$ cat config.mk
export PLATFORM = sky130hd
export DESIGN_NAME = aoc_regs
export DESIGN_NICKNAME = d
export VERILOG_FILES = /design/src/aoc_pkg.sv /design/src/aoc_pin_sync.sv /design/src/aoc_regs.sv
export SDC_FILE = /design/constraint.sdc
export NUM_CORES = 1
export LEC_CHECK = 0
export BUFFER_PORTS_ARGS = -buffer_cell sky130_fd_sc_hd__clkbuf_2
export CAP_MARGIN = 20
export CORE_ASPECT_RATIO = 0.6
export CORE_UTILIZATION = 40
export CTS_CLUSTER_DIAMETER = 200
export DETAILED_ROUTE_END_ITERATION = 10
export PLACE_DENSITY = 0.54
export SYNTH_ARGS = -nofsm -noshare
export SYNTH_HDL_FRONTEND = slang
export SYNTH_SLANG_ARGS = --single-unit
$ cat constraint.sdc
create_clock -name clk -period 2.4 [get_ports clk]
set_input_delay 0.48 -clock clk [delete_from_list [all_inputs] [get_ports clk]]
set_output_delay 0.48 -clock clk [all_outputs]
set_load 0.02 [all_outputs]
$ cat src/aoc_pkg.sv
package aoc_pkg;

	// Register addresses on the serial control port.
	localparam logic [12:0] ADDR_CLK_COND = 13'h0009;
	localparam logic [12:0] ADDR_TEST_SEL = 13'h000D;
	localparam logic [12:0] ADDR_OUT_FMT  = 13'h0014;

	// Reset values, and the value read from unmapped addresses.
	localparam logic [7:0] RST_CLK_COND = 8'h01;
	localparam logic [7:0] RST_TEST_SEL = 8'h00;
	localparam logic [7:0] RST_OUT_FMT  = 8'h00;
	localparam logic [7:0] RD_UNMAPPED  = 8'h00;

	// Field positions.
	localparam int DCS_BIT    = 0;
	localparam int TMODE_MSB  = 7;
	localparam int TMODE_LSB  = 6;
	localparam int TPAT_MSB   = 3;
	localparam int TPAT_LSB   = 0;
	localparam int LP_BIT     = 6;
	localparam int INV_BIT    = 2;
	localparam int FMT_MSB    = 1;
	localparam int FMT_LSB    = 0;

	// Field encodings.
	localparam logic [1:0] FMT_OFFSET_BIN = 2'h0;
	localparam logic [1:0] FMT_TWOS_COMP  = 2'h1;
	localparam logic [1:0] TM_CODE_OFF    = 2'h0;
	localparam logic [1:0] TM_CODE_SALT   = 2'h1;
	localparam logic [1:0] TM_CODE_SONCE  = 2'h2;
	localparam logic [1:0] TM_CODE_AONCE  = 2'h3;

	// Built-in pattern selections and their values, and the sign flip mask for twos complement.
	localparam logic [3:0] PAT_MIDSCALE = 4'h1;
	localparam logic [3:0] PAT_POS_FS   = 4'h2;
	localparam logic [3:0] PAT_NEG_FS   = 4'h3;
	localparam logic [3:0] PAT_CHECKER  = 4'h4;
	localparam logic [7:0] VAL_MIDSCALE = 8'h80;
	localparam logic [7:0] VAL_POS_FS   = 8'hFF;
	localparam logic [7:0] VAL_NEG_FS   = 8'h00;
	localparam logic [7:0] VAL_CHECKER  = 8'hAA;
	localparam logic [7:0] SIGN_FLIP    = 8'h80;

	// Serial frame layout: 16 instruction bits, then 8 data bits.
	localparam logic [4:0] INSTR_LAST = 5'h0F;
	localparam logic [4:0] DATA_LAST  = 5'h07;
	localparam logic [4:0] CNT_ONE    = 5'h01;
	localparam int         RW_BIT     = 15;

	typedef enum logic [1:0] {
		SP_IDLE,
		SP_INSTR,
		SP_DATA,
		SP_DONE
	} aoc_spi_state_t;

endpackage

$ cat src/aoc_pin_sync.sv
`timescale 1ns/1ps
`default_nettype none
module aoc_pin_sync
	import aoc_pkg::*;
(
	// Clock and reset.
	input  wire logic clk,
	input  wire logic resetn,
	// Pin and its settled level.
	input  wire logic pin,
	input  wire logic rst_val,
	output var  logic level_ff
);

	logic s1_ff, s2_ff, s3_ff;
	logic nxt_level;

	// The level only moves once the last two stages agree, filtering glitches.
	always_comb begin
		nxt_level = (s2_ff == s3_ff) ? s3_ff : level_ff;
	end

	// The first stage is read by the second stage alone. Reset loads the
	// idle level of the pin, so no false edge follows reset.
	always_ff @(posedge clk) begin
		if (!resetn) begin
			s1_ff    <= rst_val;
			s2_ff    <= rst_val;
			s3_ff    <= rst_val;
			level_ff <= rst_val;
		end else begin
			s1_ff    <= pin;
			s2_ff    <= s1_ff;
			s3_ff    <= s2_ff;
			level_ff <= nxt_level;
		end
	end

endmodule
`default_nettype wire

$ cat src/aoc_regs.sv
// How it works
// - Bit 0 of clock register drives stabilizer enable; register resets to 0x01.
// - Two-bit test mode: 00 off, 01 single alternate, 10 single once, 11 alternate once; code holds the pattern for 00 and 10, alternates it for 01 and 11.
// - Any nonzero test register puts pattern data on outputs; resets to 0x00.
// - Output format bit 6 selects standard (0) or low power (1) LVDS.
// - Output format bit 2 set inverts output data; clear by default.
// - Format field 00 gives offset binary, 01 gives twos complement.
`timescale 1ns/1ps
`default_nettype none
module aoc_regs
	import aoc_pkg::*;
#(
	parameter int DW = 8
) (
	// Clock and reset.
	input  wire logic          clk,
	input  wire logic          resetn,
	// Serial control port pins.
	input  wire logic          sclk,
	input  wire logic          csb_n,
	input  wire logic          sdio_i,
	output var  logic          sdio_o_ff,
	output var  logic          sdio_oe_n_ff,
	// Converted samples, offset binary, one per clock.
	input  wire logic [DW-1:0] sample_in,
	output var  logic [DW-1:0] data_out_ff,
	// Analog and LVDS controls.
	output var  logic          dcs_en_ff,
	output var  logic          lvds_lp_ff,
	output var  logic          test_active_ff,
	output var  logic [1:0]    test_mode_ff
);

	logic sclk_s, csb_s, sdi_s;
	logic sclk_d_ff, nxt_sclk_d;
	logic rise, fall;

	aoc_pin_sync u_sclk (.clk(clk), .resetn(resetn), .pin(sclk),
		.rst_val(1'b0), .level_ff(sclk_s));
	// Chip select and data idle high; reset them to that level.
	aoc_pin_sync u_csb (.clk(clk), .resetn(resetn), .pin(csb_n),
		.rst_val(1'b1), .level_ff(csb_s));
	aoc_pin_sync u_sdi (.clk(clk), .resetn(resetn), .pin(sdio_i),
		.rst_val(1'b1), .level_ff(sdi_s));

	assign rise = sclk_s & ~sclk_d_ff;
	assign fall = ~sclk_s & sclk_d_ff;

	aoc_spi_state_t state_ff, nxt_state;
	logic [4:0]  cnt_ff, nxt_cnt;
	logic [15:0] shin_ff, nxt_shin;
	logic [7:0]  shout_ff, nxt_shout;
	logic        nxt_sdo, nxt_oe_n;
	logic [7:0]  clk_reg_ff, nxt_clk_reg;
	logic [7:0]  test_reg_ff, nxt_test_reg;
	logic [7:0]  fmt_reg_ff, nxt_fmt_reg;
	logic [7:0]  rd_data;
	logic        wr_en;
	logic [12:0] wr_addr;
	logic [7:0]  wr_data;

	// Read mux; unmapped addresses answer with zero. It looks at the
	// next shift value, since the last address bit arrives on the
	// same edge on which the read byte is loaded.
	always_comb begin
		case (nxt_shin[12:0])
			ADDR_CLK_COND: rd_data = clk_reg_ff;
			ADDR_TEST_SEL: rd_data = test_reg_ff;
			ADDR_OUT_FMT:  rd_data = fmt_reg_ff;
			default:       rd_data = RD_UNMAPPED;
		endcase
	end

	// Serial port: bits are taken on rising clock edges, read data
	// leaves on falling edges. One data byte per frame; extra bits are
	// ignored until the chip select goes high again.
	always_comb begin
		nxt_state    = state_ff;
		nxt_cnt      = cnt_ff;
		nxt_shin     = shin_ff;
		nxt_shout    = shout_ff;
		nxt_sdo      = sdio_o_ff;
		nxt_oe_n     = sdio_oe_n_ff;
		nxt_sclk_d   = sclk_s;
		wr_en        = 1'b0;
		wr_addr      = shin_ff[12:0];
		wr_data      = {shout_ff[6:0], sdi_s};
		if (csb_s) begin
			nxt_state = SP_IDLE;
			nxt_cnt   = 5'h00;
			nxt_oe_n  = 1'b1;
		end else begin
			case (state_ff)
				SP_IDLE: begin
					nxt_state = SP_INSTR;
					nxt_cnt   = 5'h00;
				end
				SP_INSTR: begin
					if (rise) begin
						nxt_shin = {shin_ff[14:0], sdi_s};
						nxt_cnt  = cnt_ff + CNT_ONE;
						if (cnt_ff == INSTR_LAST) begin
							nxt_state = SP_DATA;
							nxt_cnt   = 5'h00;
						end
					end
				end
				SP_DATA: begin
					if (shin_ff[RW_BIT]) begin
						// Read: the first data bit goes out on the
						// falling edge that ends the instruction.
						if (fall) begin
							nxt_sdo   = shout_ff[7];
							nxt_oe_n  = 1'b0;
							nxt_shout = {shout_ff[6:0], 1'b0};
						end
						if (rise) begin
							nxt_cnt = cnt_ff + CNT_ONE;
							if (cnt_ff == DATA_LAST)
								nxt_state = SP_DONE;
						end
					end else if (rise) begin
						// Write data shifts apart from the
						// instruction so the address stays intact.
						nxt_shout = {shout_ff[6:0], sdi_s};
						nxt_cnt   = cnt_ff + CNT_ONE;
						if (cnt_ff == DATA_LAST) begin
							wr_en     = 1'b1;
							nxt_state = SP_DONE;
						end
					end
				end
				SP_DONE: begin
					if (fall)
						nxt_oe_n = 1'b1;
				end
				default: nxt_state = SP_IDLE;
			endcase
		end
		// Load read data as soon as the address is known.
		if (state_ff == SP_INSTR && nxt_state == SP_DATA)
			nxt_shout = rd_data;
	end

	// Register writes.
	always_comb begin
		nxt_clk_reg  = clk_reg_ff;
		nxt_test_reg = test_reg_ff;
		nxt_fmt_reg  = fmt_reg_ff;
		if (wr_en) begin
			case (wr_addr)
				ADDR_CLK_COND: nxt_clk_reg  = wr_data;
				ADDR_TEST_SEL: nxt_test_reg = wr_data;
				ADDR_OUT_FMT:  nxt_fmt_reg  = wr_data;
				default: ;
			endcase
		end
	end

	always_ff @(posedge clk) begin
		if (!resetn) begin
			state_ff     <= SP_IDLE;
			cnt_ff       <= 5'h00;
			shin_ff      <= 16'h0000;
			shout_ff     <= 8'h00;
			sdio_o_ff    <= 1'b0;
			sdio_oe_n_ff <= 1'b1;
			sclk_d_ff    <= 1'b0;
			clk_reg_ff   <= RST_CLK_COND;
			test_reg_ff  <= RST_TEST_SEL;
			fmt_reg_ff   <= RST_OUT_FMT;
		end else begin
			state_ff     <= nxt_state;
			cnt_ff       <= nxt_cnt;
			shin_ff      <= nxt_shin;
			shout_ff     <= nxt_shout;
			sdio_o_ff    <= nxt_sdo;
			sdio_oe_n_ff <= nxt_oe_n;
			sclk_d_ff    <= nxt_sclk_d;
			clk_reg_ff   <= nxt_clk_reg;
			test_reg_ff  <= nxt_test_reg;
			fmt_reg_ff   <= nxt_fmt_reg;
		end
	end

	// Data path. Alternating modes swap the pattern with its complement
	// every sample so a receiver can check every bit in both states.
	logic          alt_ff, nxt_alt;
	logic [DW-1:0] pattern, formatted, nxt_data;
	logic          nxt_dcs, nxt_lp, nxt_test;
	logic [1:0]    nxt_tmode;
	logic [1:0]    tmode;

	always_comb begin
		tmode = test_reg_ff[TMODE_MSB:TMODE_LSB];
		nxt_tmode = tmode;
		nxt_alt = ~alt_ff;
		case (test_reg_ff[TPAT_MSB:TPAT_LSB])
			PAT_POS_FS:  pattern = VAL_POS_FS;
			PAT_NEG_FS:  pattern = VAL_NEG_FS;
			PAT_CHECKER: pattern = VAL_CHECKER;
			default:     pattern = VAL_MIDSCALE;
		endcase
		if ((tmode == TM_CODE_SALT || tmode == TM_CODE_AONCE) && alt_ff)
			pattern = ~pattern;
		formatted = sample_in;
		if (fmt_reg_ff[FMT_MSB:FMT_LSB] == FMT_TWOS_COMP)
			formatted = sample_in ^ SIGN_FLIP;
		nxt_test = (test_reg_ff != RST_TEST_SEL);
		nxt_data = nxt_test ? pattern : formatted;
		if (fmt_reg_ff[INV_BIT])
			nxt_data = ~nxt_data;
		nxt_dcs = clk_reg_ff[DCS_BIT];
		nxt_lp  = fmt_reg_ff[LP_BIT];
	end

	always_ff @(posedge clk) begin
		if (!resetn) begin
			alt_ff         <= 1'b0;
			data_out_ff    <= '0;
			dcs_en_ff      <= 1'b1;
			lvds_lp_ff     <= 1'b0;
			test_active_ff <= 1'b0;
			test_mode_ff   <= TM_CODE_OFF;
		end else begin
			alt_ff         <= nxt_alt;
			data_out_ff    <= nxt_data;
			dcs_en_ff      <= nxt_dcs;
			lvds_lp_ff     <= nxt_lp;
			test_active_ff <= nxt_test;
			test_mode_ff   <= nxt_tmode;
		end
	end
endmodule
`default_nettype wire

==> results of run 1 <==
## cell families after synthesis
logic type      after synthesis  share of synthesized area, %
simple gates                188                         24.83
fa+ha+maj                     8                         2.534
compound gates               95                         15.74
buf+inv                      38                         4.181
xor+xnor                     11                         2.439
mux                          29                         7.697
flops                        84                         42.57
## flip-flops by register name, summed over array words and instances, names as in the netlist, 2 cells and up
signal and flops:
shin_ff 16, fmt_reg_ff 8, shout_ff 8, state_ff 2, test_reg_ff 8, cnt_ff 5
data_out_ff 8, test_mode_ff 2, clk_reg_ff 8
## routing by layer
| metal | vias to the layer above | track usage, % |
|---|---|---|
| met5 | - | 0 |
| met4 | 0 | 6.977 |
| met3 | 15 | 7.884 |
| li1 | 1678 | - |
| met2 | 94 | 27.29 |
| met1 | 1583 | 32.87 |
## cell usage in the layout, fill, tap and decap left out, types with 5 or more instances in the layout
cell / instances
buf_4: 22
nor3_1: 11
clkbuf_2: 27
o21ai_0: 21
nand2b_1: 11
nor2_1: 51
nand2_1: 63
a32oi_1: 12
a21oi_1: 32
nand3b_1: 6
dfxtp_1: 81
inv_1: 11
xor2_1: 6
clkbuf_16: 9
and2_1: 9
o2bb2ai_1: 6
ha_1: 5
xnor2_1: 5
nor4_1: 6
nor2b_1: 5
mux2i_1: 27
## worst paths after layout
kind,to,start
max,shout_ff[7]$_SDFFE_PN0P_,cnt_ff[0]$_SDFFE_PP0P_
min,u_sdi.s1_ff$_SDFF_PN1_,sdio_i
max reg2reg,shout_ff[7]$_SDFFE_PN0P_,cnt_ff[0]$_SDFFE_PP0P_
min reg2reg,u_csb.s2_ff$_SDFF_PN1_,u_csb.s1_ff$_SDFF_PN1_
## Yosys cell counts (3+ instances only)
| master | instances | share of area [%] |
|---|---|---|
| nor2b_1 | 5 | 0.79 |
| a32oi_1 | 12 | 2.7 |
| nor3_1 | 11 | 1.4 |
| o211ai_1 | 3 | 0.57 |
| xor2_1 | 6 | 1.3 |
| mux2i_1 | 27 | 6.8 |
| nand2_1 | 64 | 6.1 |
| xnor2_1 | 5 | 1.1 |
| o21ai_1 | 3 | 0.38 |
| o22ai_1 | 3 | 0.48 |
| nand3_1 | 4 | 0.51 |
| nor2_1 | 51 | 4.8 |
| nor4_1 | 6 | 0.95 |
| o2bb2ai_1 | 6 | 1.3 |
| a21oi_1 | 32 | 4.1 |
| nand2b_1 | 11 | 1.7 |
| o21ai_0 | 21 | 2.7 |
| ha_1 | 8 | 2.5 |
| clkbuf_1 | 16 | 1.5 |
| dfxtp_1 | 84 | 43 |
| a22oi_1 | 4 | 0.76 |
| buf_2 | 5 | 0.63 |
| and2_1 | 9 | 1.4 |
| inv_1 | 11 | 1.0 |
| nand3b_1 | 6 | 1.1 |
## repair_timing
item,CTS,global route
gates resized for setup,1,14
endpoints found under the setup margin,6,31
hold endpoints to repair,0,0
setup buffers,0,1
pin swaps,0,3
## stage by stage
stage,setup TNS [ns],instances,hold WS [ns],setup WS [ns],utilization [%]
finish,0,627,0.3223,0.1201,50.25
global route,-0.005707,627,0.3240,-0.005707,50.25
CTS,0,626,0.3154,0.01189,49.63
detailed placement,-0.1017,610,0.3997,-0.02322,46.39
global placement,0,610,0.4022,0.1123,46.39
floorplan,0,453,0.3863,0.2101,-
## layout make-up
| type | instances | area (µm²) | share of cell area (%) |
|---|---|---|---|
| clock inverter | 7 | 78.83 | 1.670 |
| sequential | 84 | 1688 | 35.76 |
| clock buffer | 9 | 225.2 | 4.772 |
| inverter | 13 | 48.80 | 1.034 |
| tap | 130 | 162.7 | 3.446 |
| multi-input combinational | 331 | 2145 | 45.44 |
| timing repair buffer | 53 | 371.6 | 7.874 |
## power groups by stage
stage / Combinational (W) / Clock, W / Sequential [W]
final: 0.0000718 / 0.00141 / 0.00141
after global routing: 0.0000805 / 0.00151 / 0.00141
after CTS: 0.0000728 / 0.00144 / 0.00141
after detailed placement: 0.0000723 / 0 / 0.00145
after global placement: 0.0000723 / 0 / 0.00145
after floorplan: 0.0000369 / 0 / 0.00145
==> qor.yml, run 1 <==
sw_frac_of_total_pct: 22.04
grt_max_degree: 53
rr_worst_depth: 11
setup_viol: 0
grt_overflow: 0
maxSlewHeadroom_pct: 55.14
cts_tree: "yes"
synthDistinctLibCells: 56
p_sw_w: 0.0006372
critPathKind: "register to register"
seqPwrFrac_pct: 48.9
cp.required_ns: 2.66
fp.coreArea_mm2: 0.009392
synth-async-reset-ratio_pct: 0
vias: 3370
drc: 0
max_cap_violations: 0
grt_pass1_wl_um: 16680
critPathTopFamily: "compound AO/OA/AOI/OAI gates"
worst-path-max-fanout: 6
path_clk_slew_ns: 0.06
clkPwrFrac_pct: 48.7
synth_area_mm2: 0.003950
synth_edf_count: 0
wl_met2_um: 3717
ctsHoldBuffers: 0
cp_slowest_cell: "dfxtp_4"
cts_buffers: 9
seq_area_frac_synth_pct: 42.57
critPathBufInv: 2
drive_gt1_share_pct: 18.91
place_congestion: 0.8661
cts-root-buf: "clkbuf_16"
slew_violations: 0
drtAntennaViolNets: 0
row_count: 27
synthFlopType: "dfxtp_1"
fillers: 940
top_layer_used: "met4"
syn_nets: 474
port_buffers: 27
insertion_delay_ns: 0.34
grtUsageTotal_pct: 21.69
antenna_found_initial: 0
hold_viol: 0
path_cells: "ha_4 > nand3_1 > inv_1 > ha_2 > and3b_2 > o221ai_2 > a31o_2 > a221oi_4 > buf_6 > nand2_1 > a32oi_1"
ys_seq_elements: 84
yosysWarningCount: 0
routed_via_density: 5.375
io_pins: 28
cp.arrival_ns: 2.54
num_antenna_cells: 0
hp-class: "input port to register"
h-tree-depth: 3
ctsLongestPathBuffers: 2
cts_sinks: 84
syn_area_per_cell_um2: 8.720
status: "finished clean"
wl_met3_um: 815
reg2reg_setup_slack_ns: 0.12
fin_crit_sh_pct: 94.99
start_util_pct: 42.06
die-area_mm2: 0.01029
grt_pass1_vias: 3186
ir_drop_mv: 0.3353
slowest_delay_ns: 0.37
wl_per_cell_um: 16.07
fin_area_mm2: 0.004720
die_height_um: 78.98
dp_hpwl_um: 7332
powerDensity_mw_per_mm2: 612.8
comb_power_share_pct: 2.5
skew_ns: 0.007660
syn2layout_area_growth_pct: 19.48
first_iter_violations: 195
finalWirelength_um: 10080
end_kind: "register"
power.leakage_nw: 1.658
p_int_w: 0.002255
fmax_mhz: 438.6
start_kind: "register"
wl_met1_um: 5420
tightest_slew_ns: 0.6659
fin_crit_ns: 2.280
whs_path_depth: 2
dpl_cell_area_mm2: 0.004357
nets: 513
fp.dieW_um: 130.3
netlist_instances: 453
total_power_w: 0.002892
cp.depth: 11
dr.pass1.iters: 5
Note: power is estimated with default switching activity, not from simulation.
==> inputs of run 2 (changes only) <==
--- a/config.mk
+++ b/config.mk
@@ -8,10 +8,11 @@
 export BUFFER_PORTS_ARGS = -buffer_cell sky130_fd_sc_hd__clkbuf_2
 export CAP_MARGIN = 20
 export CORE_ASPECT_RATIO = 0.6
-export CORE_UTILIZATION = 40
+export CORE_UTILIZATION = 30
 export CTS_CLUSTER_DIAMETER = 200
 export DETAILED_ROUTE_END_ITERATION = 10
-export PLACE_DENSITY = 0.54
+export PLACE_DENSITY = 0.42
 export SYNTH_ARGS = -nofsm -noshare
 export SYNTH_HDL_FRONTEND = slang
+export SYNTH_HIERARCHICAL = 1
 export SYNTH_SLANG_ARGS = --single-unit
==> run 2 against run 1 <==
  * Clock skew about the same
  * Flip-flop and latch count unchanged
  * Critical path type unchanged
  * First-iteration DRC count down 37%
  * Design area down 0.95%
  * Critical path depth down 1
  * Highest routed layer unchanged
  * Die area up 32%
==> qor.yml, run 2 <==
synth_area_mm2: 0.003933  # was 0.003950 mm²
vias: 2916  # was 3,370
end_kind: "register"  # unchanged
grt_overflow: 0  # unchanged
rsz0062_at_grt: "false"
insertion_delay_ns: 0.34  # about the same
start_util_pct: 31.68  # was 42.06%
synth_area_leaders: "dfxtp_1 (41%), mux2i_1 (7.4%), nand2_1 (6.4%)"  # was dfxtp_1 (43%), mux2i_1 (6.8%), nand2_1 (6.1%)
synth_common_cells: "dfxtp_1 (81), nand2_1 (67), nor2_1 (43), a21oi_1 (31), mux2i_1 (29)"  # was dfxtp_1 (84), nand2_1 (64), nor2_1 (51), a21oi_1 (32), mux2i_1 (27)
fin_crit_sh_pct: 90.04  # was 94.99%
seq_area_frac_synth_pct: 43.53  # was 42.57%
maxSlewHeadroom_pct: 64.51  # was 55.14%
worst-path-max-fanout: 9  # was 6
status: "finished clean"  # unchanged
slew_violations: 0  # unchanged
synth-async-reset-ratio_pct: 0  # unchanged
regMostFlops: "shin_ff"  # unchanged
synthDistinctLibCells: 61  # was 56
synthFlopType: "dfxtp_1"  # unchanged
die_height_um: 90.69  # was 78.98 µm
cp.required_ns: 2.66  # about the same
fin_crit_ns: 2.161  # was 2.280 ns
cts-root-buf: "clkbuf_16"  # unchanged
p_sw_w: 0.0007434  # was 0.0006372 W
cp_common_cell: "ha_1"
path_clk_slew_ns: 0.06  # about the same
cp_slowest_cell: "dfxtp_2"  # was dfxtp_4
dp_hpwl_um: 6802  # was 7332 µm
netlist_instances: 410  # was 453
slowest_delay_ns: 0.33  # was 0.37 ns
syn2layout_area_growth_pct: 18.87  # was 19.48%
final_common_cell: "dfxtp_1"  # unchanged
max_cap_violations: 0  # unchanged
fmax_mhz: 462.7  # was 438.6 MHz
h-tree-depth: 3  # unchanged
fillers: 1246  # was 940
place_ws_ns: 0.1207  # was -0.02322 ns
final_cell_mix: "dfxtp_1 (80), nand2_1 (67), nor2_1 (43), a21oi_1 (31), mux2i_1 (29)"  # was dfxtp_1 (81), nand2_1 (63), nor2_1 (51), a21oi_1 (32)
grt_pass1_vias: 2756  # was 3,186
powerDensity_mw_per_mm2: 686.5  # was 612.8 mW/mm²
drive_gt1_share_pct: 21.01  # was 18.91%
nets: 473  # was 513
synth_edf_count: 3  # was 0
start_kind: "register"  # unchanged
antenna_found_initial: 0  # unchanged
hp-class: "input port to register"  # unchanged
cp.arrival_ns: 2.42  # was 2.54 ns
total_power_w: 0.003209  # was 0.002892 W
num_antenna_cells: 0  # unchanged
critPathBufInv: 2  # unchanged
row_count: 31  # was 27
hold_viol: 0  # unchanged
tightest_slew_ns: 0.5275  # was 0.6659 ns
port_buffers: 27  # unchanged
synthMostInstantiatedCell: "dfxtp_1"  # unchanged
dr.pass1.iters: 4  # was 5
ctsHoldBuffers: 0  # unchanged
finalWirelength_um: 9415  # was 10,080 µm
clkPwrFrac_pct: 46.5  # was 48.7%
first_iter_violations: 123  # was 195
place_congestion: 0.7946  # was 0.8661
setup_ws_ns: 0.2390  # was 0.1201 ns
ctsLongestPathBuffers: 2  # unchanged
cts_buffers: 9  # unchanged
critPathTopFamily: "compound AO/OA/AOI/OAI gates"  # unchanged
cts_sinks: 84  # unchanged
finalSetupTns_ns: 0  # unchanged
grt_pass1_wl_um: 15190  # was 16,680 µm
grt_max_degree: 33  # was 53
critPathKind: "register to register"  # unchanged
syn_area_per_cell_um2: 9.592  # was 8.720 µm²
routed_via_density: 4.688  # was 5.375
p_int_w: 0.002465  # was 0.002255 W
power.leakage_nw: 1.845  # was 1.658 nW
fp.coreArea_mm2: 0.01241  # was 0.009392 mm²
ir_drop_mv: 0.3037  # was 0.3353 mV
drc: 0  # unchanged
sw_frac_of_total_pct: 23.17  # was 22.04%
largest_reg_flops: 16  # unchanged
grtUsageTotal_pct: 14.77  # was 21.69%
ys_seq_elements: 84  # unchanged
drtAntennaViolNets: 0  # unchanged
seqPwrFrac_pct: 45.7  # was 48.9%
path_cells: "ha_1 > nand3_1 > inv_1 > ha_1 > nand3b_1 > a21oi_1 > o211a_1 > and2_1 > buf_4 > a211oi_2"  # was ha_4 > nand3_1 > inv_1 > ha_2 > and3b_2 > o221ai_2 > a31o_2 > a221oi_4 > buf_6 > nand2_1 > a32oi_1
cts_tree: "yes"  # unchanged
fp.dieW_um: 149.8  # was 130.3 µm
skew_ns: 0.007605  # was 0.007660 ns
wl_per_cell_um: 15.14  # was 16.07 µm
die-area_mm2: 0.01359  # was 0.01029 mm²
synth_top_area_share_pct: 41.23  # was 42.57%
io_pins: 28  # unchanged
setup_viol: 0  # unchanged
synth_top_area_cell: "dfxtp_1"  # unchanged
comb_power_share_pct: 7.8  # was 2.5%
yosysWarningCount: 6  # was 0
-- run 2: changes by cell type after synthesis, sizes merged, moves of 5 or more --
cell,before,now
a32oi,12,0
o2bb2ai,6,0
o21ai,25,9
nor2,51,43
a211oi,1,9
clkbuf,17,6
mux2,1,15
nor3,13,6
a22oi,4,9
-- run 2: layout make-up --
type | instances | area (µm²) | area share (%)
clock inverters | 5 | 85.08 | 1.820
well taps | 165 | 206.4 | 4.416
multi-input cells | 300 | 2102 | 44.97
flip-flops and latches | 84 | 1713 | 36.64
inverters | 10 | 37.54 | 0.8030
clock buffers | 11 | 232.7 | 4.979
repair buffers | 47 | 297.8 | 6.370
-- run 2: power by group through the flow --
stage          Sequential, W  Clock (W)  Combinational (W)
5_1_grt              0.00147    0.00160           0.000278
3_3_place_gp         0.00150          0           0.000229
2_1_floorplan        0.00150          0           0.000144
3_5_place_dp         0.00150          0           0.000231
6_report             0.00147    0.00149           0.000250
4_1_cts              0.00147    0.00153           0.000232
-- run 2: path summary, 6_finish.rpt --
path / startpoint / end / slack [ns] / depth (start not counted)
worst min-delay path: csb_n / u_csb/s1_ff$_DFF_P_ / 0.34 / 3
worst max-delay path: cnt_ff[0]$_SDFFE_PP0P_ / shout_ff[0]$_SDFFE_PN0P_ / 0.24 / 10
worst min register to register: u_sdi/s1_ff$_DFF_P_ / u_sdi/s2_ff$_DFF_P_ / 0.42 / 2
worst max register to register: cnt_ff[0]$_SDFFE_PP0P_ / shout_ff[0]$_SDFFE_PN0P_ / 0.24 / 10
-- run 2: timing repair --
| item | 4_1_cts | 5_1_grt |
|---|---|---|
| hold endpoints to repair | 0 | 0 |
| gates resized for setup | 0 | 5 |
| setup endpoints to repair | 0 | 8 |
| buffers inserted | 0 | 2 |
-- run 2: worst register-to-register path, stage by stage, from the launching register on --
cell and delay, ns:
dfxtp_2 0.33, ha_1 0.21, nand3_1 0.11, inv_1 0.05
ha_1 0.19, nand3b_1 0.18, a21oi_1 0.09, o211a_1 0.33
and2_1 0.20, buf_4 0.18, a211oi_2 0.21
-- run 2: stage by stage --
step	area, µm²	hold slack (ns)	std cells	utilization (%)
2_1_floorplan	3936	0.3918	411	-
3_3_place_gp	4319	0.4062	604	34.80
3_5_place_dp	4319	0.4074	604	34.80
4_1_cts	4637	0.3307	620	37.36
5_1_grt	4674	0.3438	622	37.66
6_report	4674	0.3386	622	37.66
-- run 2: logic make-up (layout without fill, tap and decap cells) --
kind of cell,count (synthesis),after routing,share of synthesized area (%)
XOR/XNOR,11,11,2.450
AO/OA/AOI/OAI,74,74,13.08
flip-flops,84,84,43.53
adder cells (fa/ha/maj),8,8,2.545
AND/OR/NAND/NOR,159,159,22.30
multiplexers,45,45,12.25
buffers and inverters,27,73,3.658
other,2,3,0.1910
-- run 2: metal layers --
layer / track usage, % / share of wire (%) / vias up
met4: 4.293 / 0.92 / 0
met1: 22.93 / 58 / 1364
li1: - / - / 1508
met5: 0 / 0 / -
met2: 19.02 / 37 / 38
met3: 4.040 / 4.1 / 6
==> inputs of run 3 (changes only) <==
--- a/config.mk
+++ b/config.mk
@@ -7,11 +7,14 @@
 export LEC_CHECK = 0
 export BUFFER_PORTS_ARGS = -buffer_cell sky130_fd_sc_hd__clkbuf_2
 export CAP_MARGIN = 20
+export CELL_PAD_IN_SITES_DETAIL_PLACEMENT = 1
+export CELL_PAD_IN_SITES_GLOBAL_PLACEMENT = 1
 export CORE_ASPECT_RATIO = 0.6
 export CORE_UTILIZATION = 30
 export CTS_CLUSTER_DIAMETER = 200
 export DETAILED_ROUTE_END_ITERATION = 10
-export PLACE_DENSITY = 0.42
+export PLACE_DENSITY = 0.52
+export SKIP_LAST_GASP = 1
 export SYNTH_ARGS = -nofsm -noshare
 export SYNTH_HDL_FRONTEND = slang
 export SYNTH_HIERARCHICAL = 1
==> run 3 against run 2 <==
  * Setup slack got worse by 0.049 ns
  * Register-to-register slack lost 0.05 ns
  * Design area stayed put
  * Clock power barely moved
  * Combinational power grew 4%
  * Clock skew up 0.0013 ns
==> qor.yml, run 3 (synthesis results as in run 2) <==
min_from: "sclk"  # was csb_n
finalWirelength_um: 10100  # was 9415 µm
routed_via_density: 4.844  # was 4.688
final_common_cell: "dfxtp_1"  # unchanged
num_antenna_cells: 0  # unchanged
wl_per_cell_um: 16.21  # was 15.14 µm
dr.pass1.iters: 4  # unchanged
cp.required_ns: 2.61  # was 2.66 ns
critPathKind: "register to register"  # unchanged
cp.arrival_ns: 2.42  # about the same
finalSetupTns_ns: 0  # unchanged
hp-class: "input port to register"  # unchanged
drive_gt1_share_pct: 21.40  # was 21.01%
fin_crit_sh_pct: 92.08  # was 90.04%
setup_viol: 0  # unchanged
drc: 0  # unchanged
place_ws_ns: 0.08040  # was 0.1207 ns
grt_pass1_wl_um: 16750  # was 15,190 µm
place_congestion: 0.7684  # was 0.7946
max_cap_violations: 0  # unchanged
ir_drop_mv: 0.3096  # was 0.3037 mV
setup_ws_ns: 0.1900  # was 0.2390 ns
first_iter_violations: 107  # was 123
placedCellCount: 607  # was 604
die_height_um: 90.69  # unchanged
final_cell_mix: "dfxtp_1 (81), nand2_1 (67), nor2_1 (43), a21oi_1 (31), mux2i_1 (29)"  # was dfxtp_1 (80), nand2_1 (67), nor2_1 (43), a21oi_1 (31), mux2i_1 (29)
vias: 3018  # was 2,916
antenna_found_initial: 0  # unchanged
status: "finished clean"  # unchanged
nets: 474  # was 473
path_clk_slew_ns: 0.07  # was 0.06 ns
hold_viol: 0  # unchanged
die-area_mm2: 0.01359  # unchanged
h-tree-depth: 3  # unchanged
r2r_start: "cnt_ff[0]$_SDFFE_PP0P_"  # unchanged
power.leakage_nw: 1.850  # was 1.845 nW
regMostFlops: "shin_ff"  # unchanged
cts_buffers: 9  # unchanged
whs_path_depth: 3  # unchanged
end_kind: "register"  # unchanged
fp.dieW_um: 149.8  # unchanged
worst-path-max-fanout: 8  # was 9
row_count: 31  # unchanged
rsz0062_at_grt: "true"  # was false
instances_no_fill: 623  # was 622
dp_hpwl_um: 7317  # was 6802 µm
start_util_pct: 31.68  # unchanged
fin_util_pct: 37.66  # unchanged
reg2reg_setup_slack_ns: 0.19  # was 0.24 ns
syn2layout_area_growth_pct: 18.87  # unchanged
port_buffers: 27  # unchanged
grt_max_degree: 56  # was 33
insertion_delay_ns: 0.35  # was 0.34 ns
skew_ns: 0.008857  # was 0.007605 ns
cts-root-buf: "clkbuf_16"  # unchanged
drtAntennaViolNets: 0  # unchanged
fp.coreArea_mm2: 0.01241  # unchanged
cts_tree: "yes"  # unchanged
fin_crit_ns: 2.210  # was 2.161 ns
io_pins: 28  # unchanged
powerDensity_mw_per_mm2: 688.3  # was 686.5 mW/mm²
cts_sinks: 84  # unchanged
grtUsageTotal_pct: 16.01  # was 14.77%
grt_overflow: 0  # unchanged
start_kind: "register"  # unchanged
rr_worst_depth: 10  # unchanged
largest_reg_flops: 16  # unchanged
crit_start: "cnt_ff[0]$_SDFFE_PP0P_"  # unchanged
fmax_mhz: 452.5  # was 462.7 MHz
slew_violations: 0  # unchanged
ctsLongestPathBuffers: 2  # unchanged
cts_setup_buffers: 0  # unchanged
grt_pass1_vias: 3056  # was 2,756
run 3: cell count changes in the layout (fill, tap and decap cells not counted), sizes merged:
cell / change
clkbuf: -1
buf: +1
clkinv: +2
clkinvlp: -1
run 3: path summary, 6_finish.rpt:
| path | end |
|---|---|
| min | u_sclk/s1_ff$_DFF_P_ |
| max | shout_ff[0]$_SDFFE_PN0P_ |
| min reg2reg | alt_ff$_SDFF_PN0_ |
| max reg2reg | shout_ff[0]$_SDFFE_PN0P_ |
run 3: routing by layer:
layer	part of all wire, %	wire (µm)	vias to the layer above	track usage [%]
li1	-	-	1504	-
met1	57	5741	1472	24.32
met2	39	3915	30	21.41
met3	3.1	309	12	4.141
met4	1.3	132	0	4.798
met5	0	0	-	0
run 3: worst max-delay path, stage by stage (launching register included):
cell,delay (ns)
dfxtp_1,0.38
ha_1,0.19
nand3_1,0.11
inv_1,0.07
ha_1,0.16
nand3b_1,0.14
a2111oi_2,0.38
a211o_2,0.24
and2_1,0.14
buf_4,0.19
a211oi_2,0.08
run 3: metrics by stage:
step                      instance area (µm²)  hold WS, ns  power [W]
final                                    4674       0.3399   0.003217
after global routing                     4674       0.3445   0.003351
after CTS                                4658       0.3362   0.003267
after detailed placement                 4342       0.4069   0.001747
after global placement                   4342       0.4037   0.001744
after floorplan                          3936       0.3918   0.001644
run 3: timing repair:
item	in CTS	in global routing
resized for setup	0	5
setup endpoints to repair	0	15
hold buffers	0	0
run 3: power by group:
part / switching, W / internal (W) / total [W]
logic: 0.000155 / 0.000104 / 0.000259
registers: 0.0000219 / 0.00144 / 0.00146
clock network: 0.000584 / 0.000914 / 0.00150
total: 0.000761 / 0.00246 / 0.00322
run 3: layout make-up:
cell class	instances	area [µm²]
Fill cell	1427	7737
Multi-Input combinational cell	300	2097
Sequential cell	84	1712
Timing Repair Buffer	48	305.3
Clock buffer	10	229.0
Tap cell	165	206.4
Clock inverter	6	87.58
Inverter	10	37.54
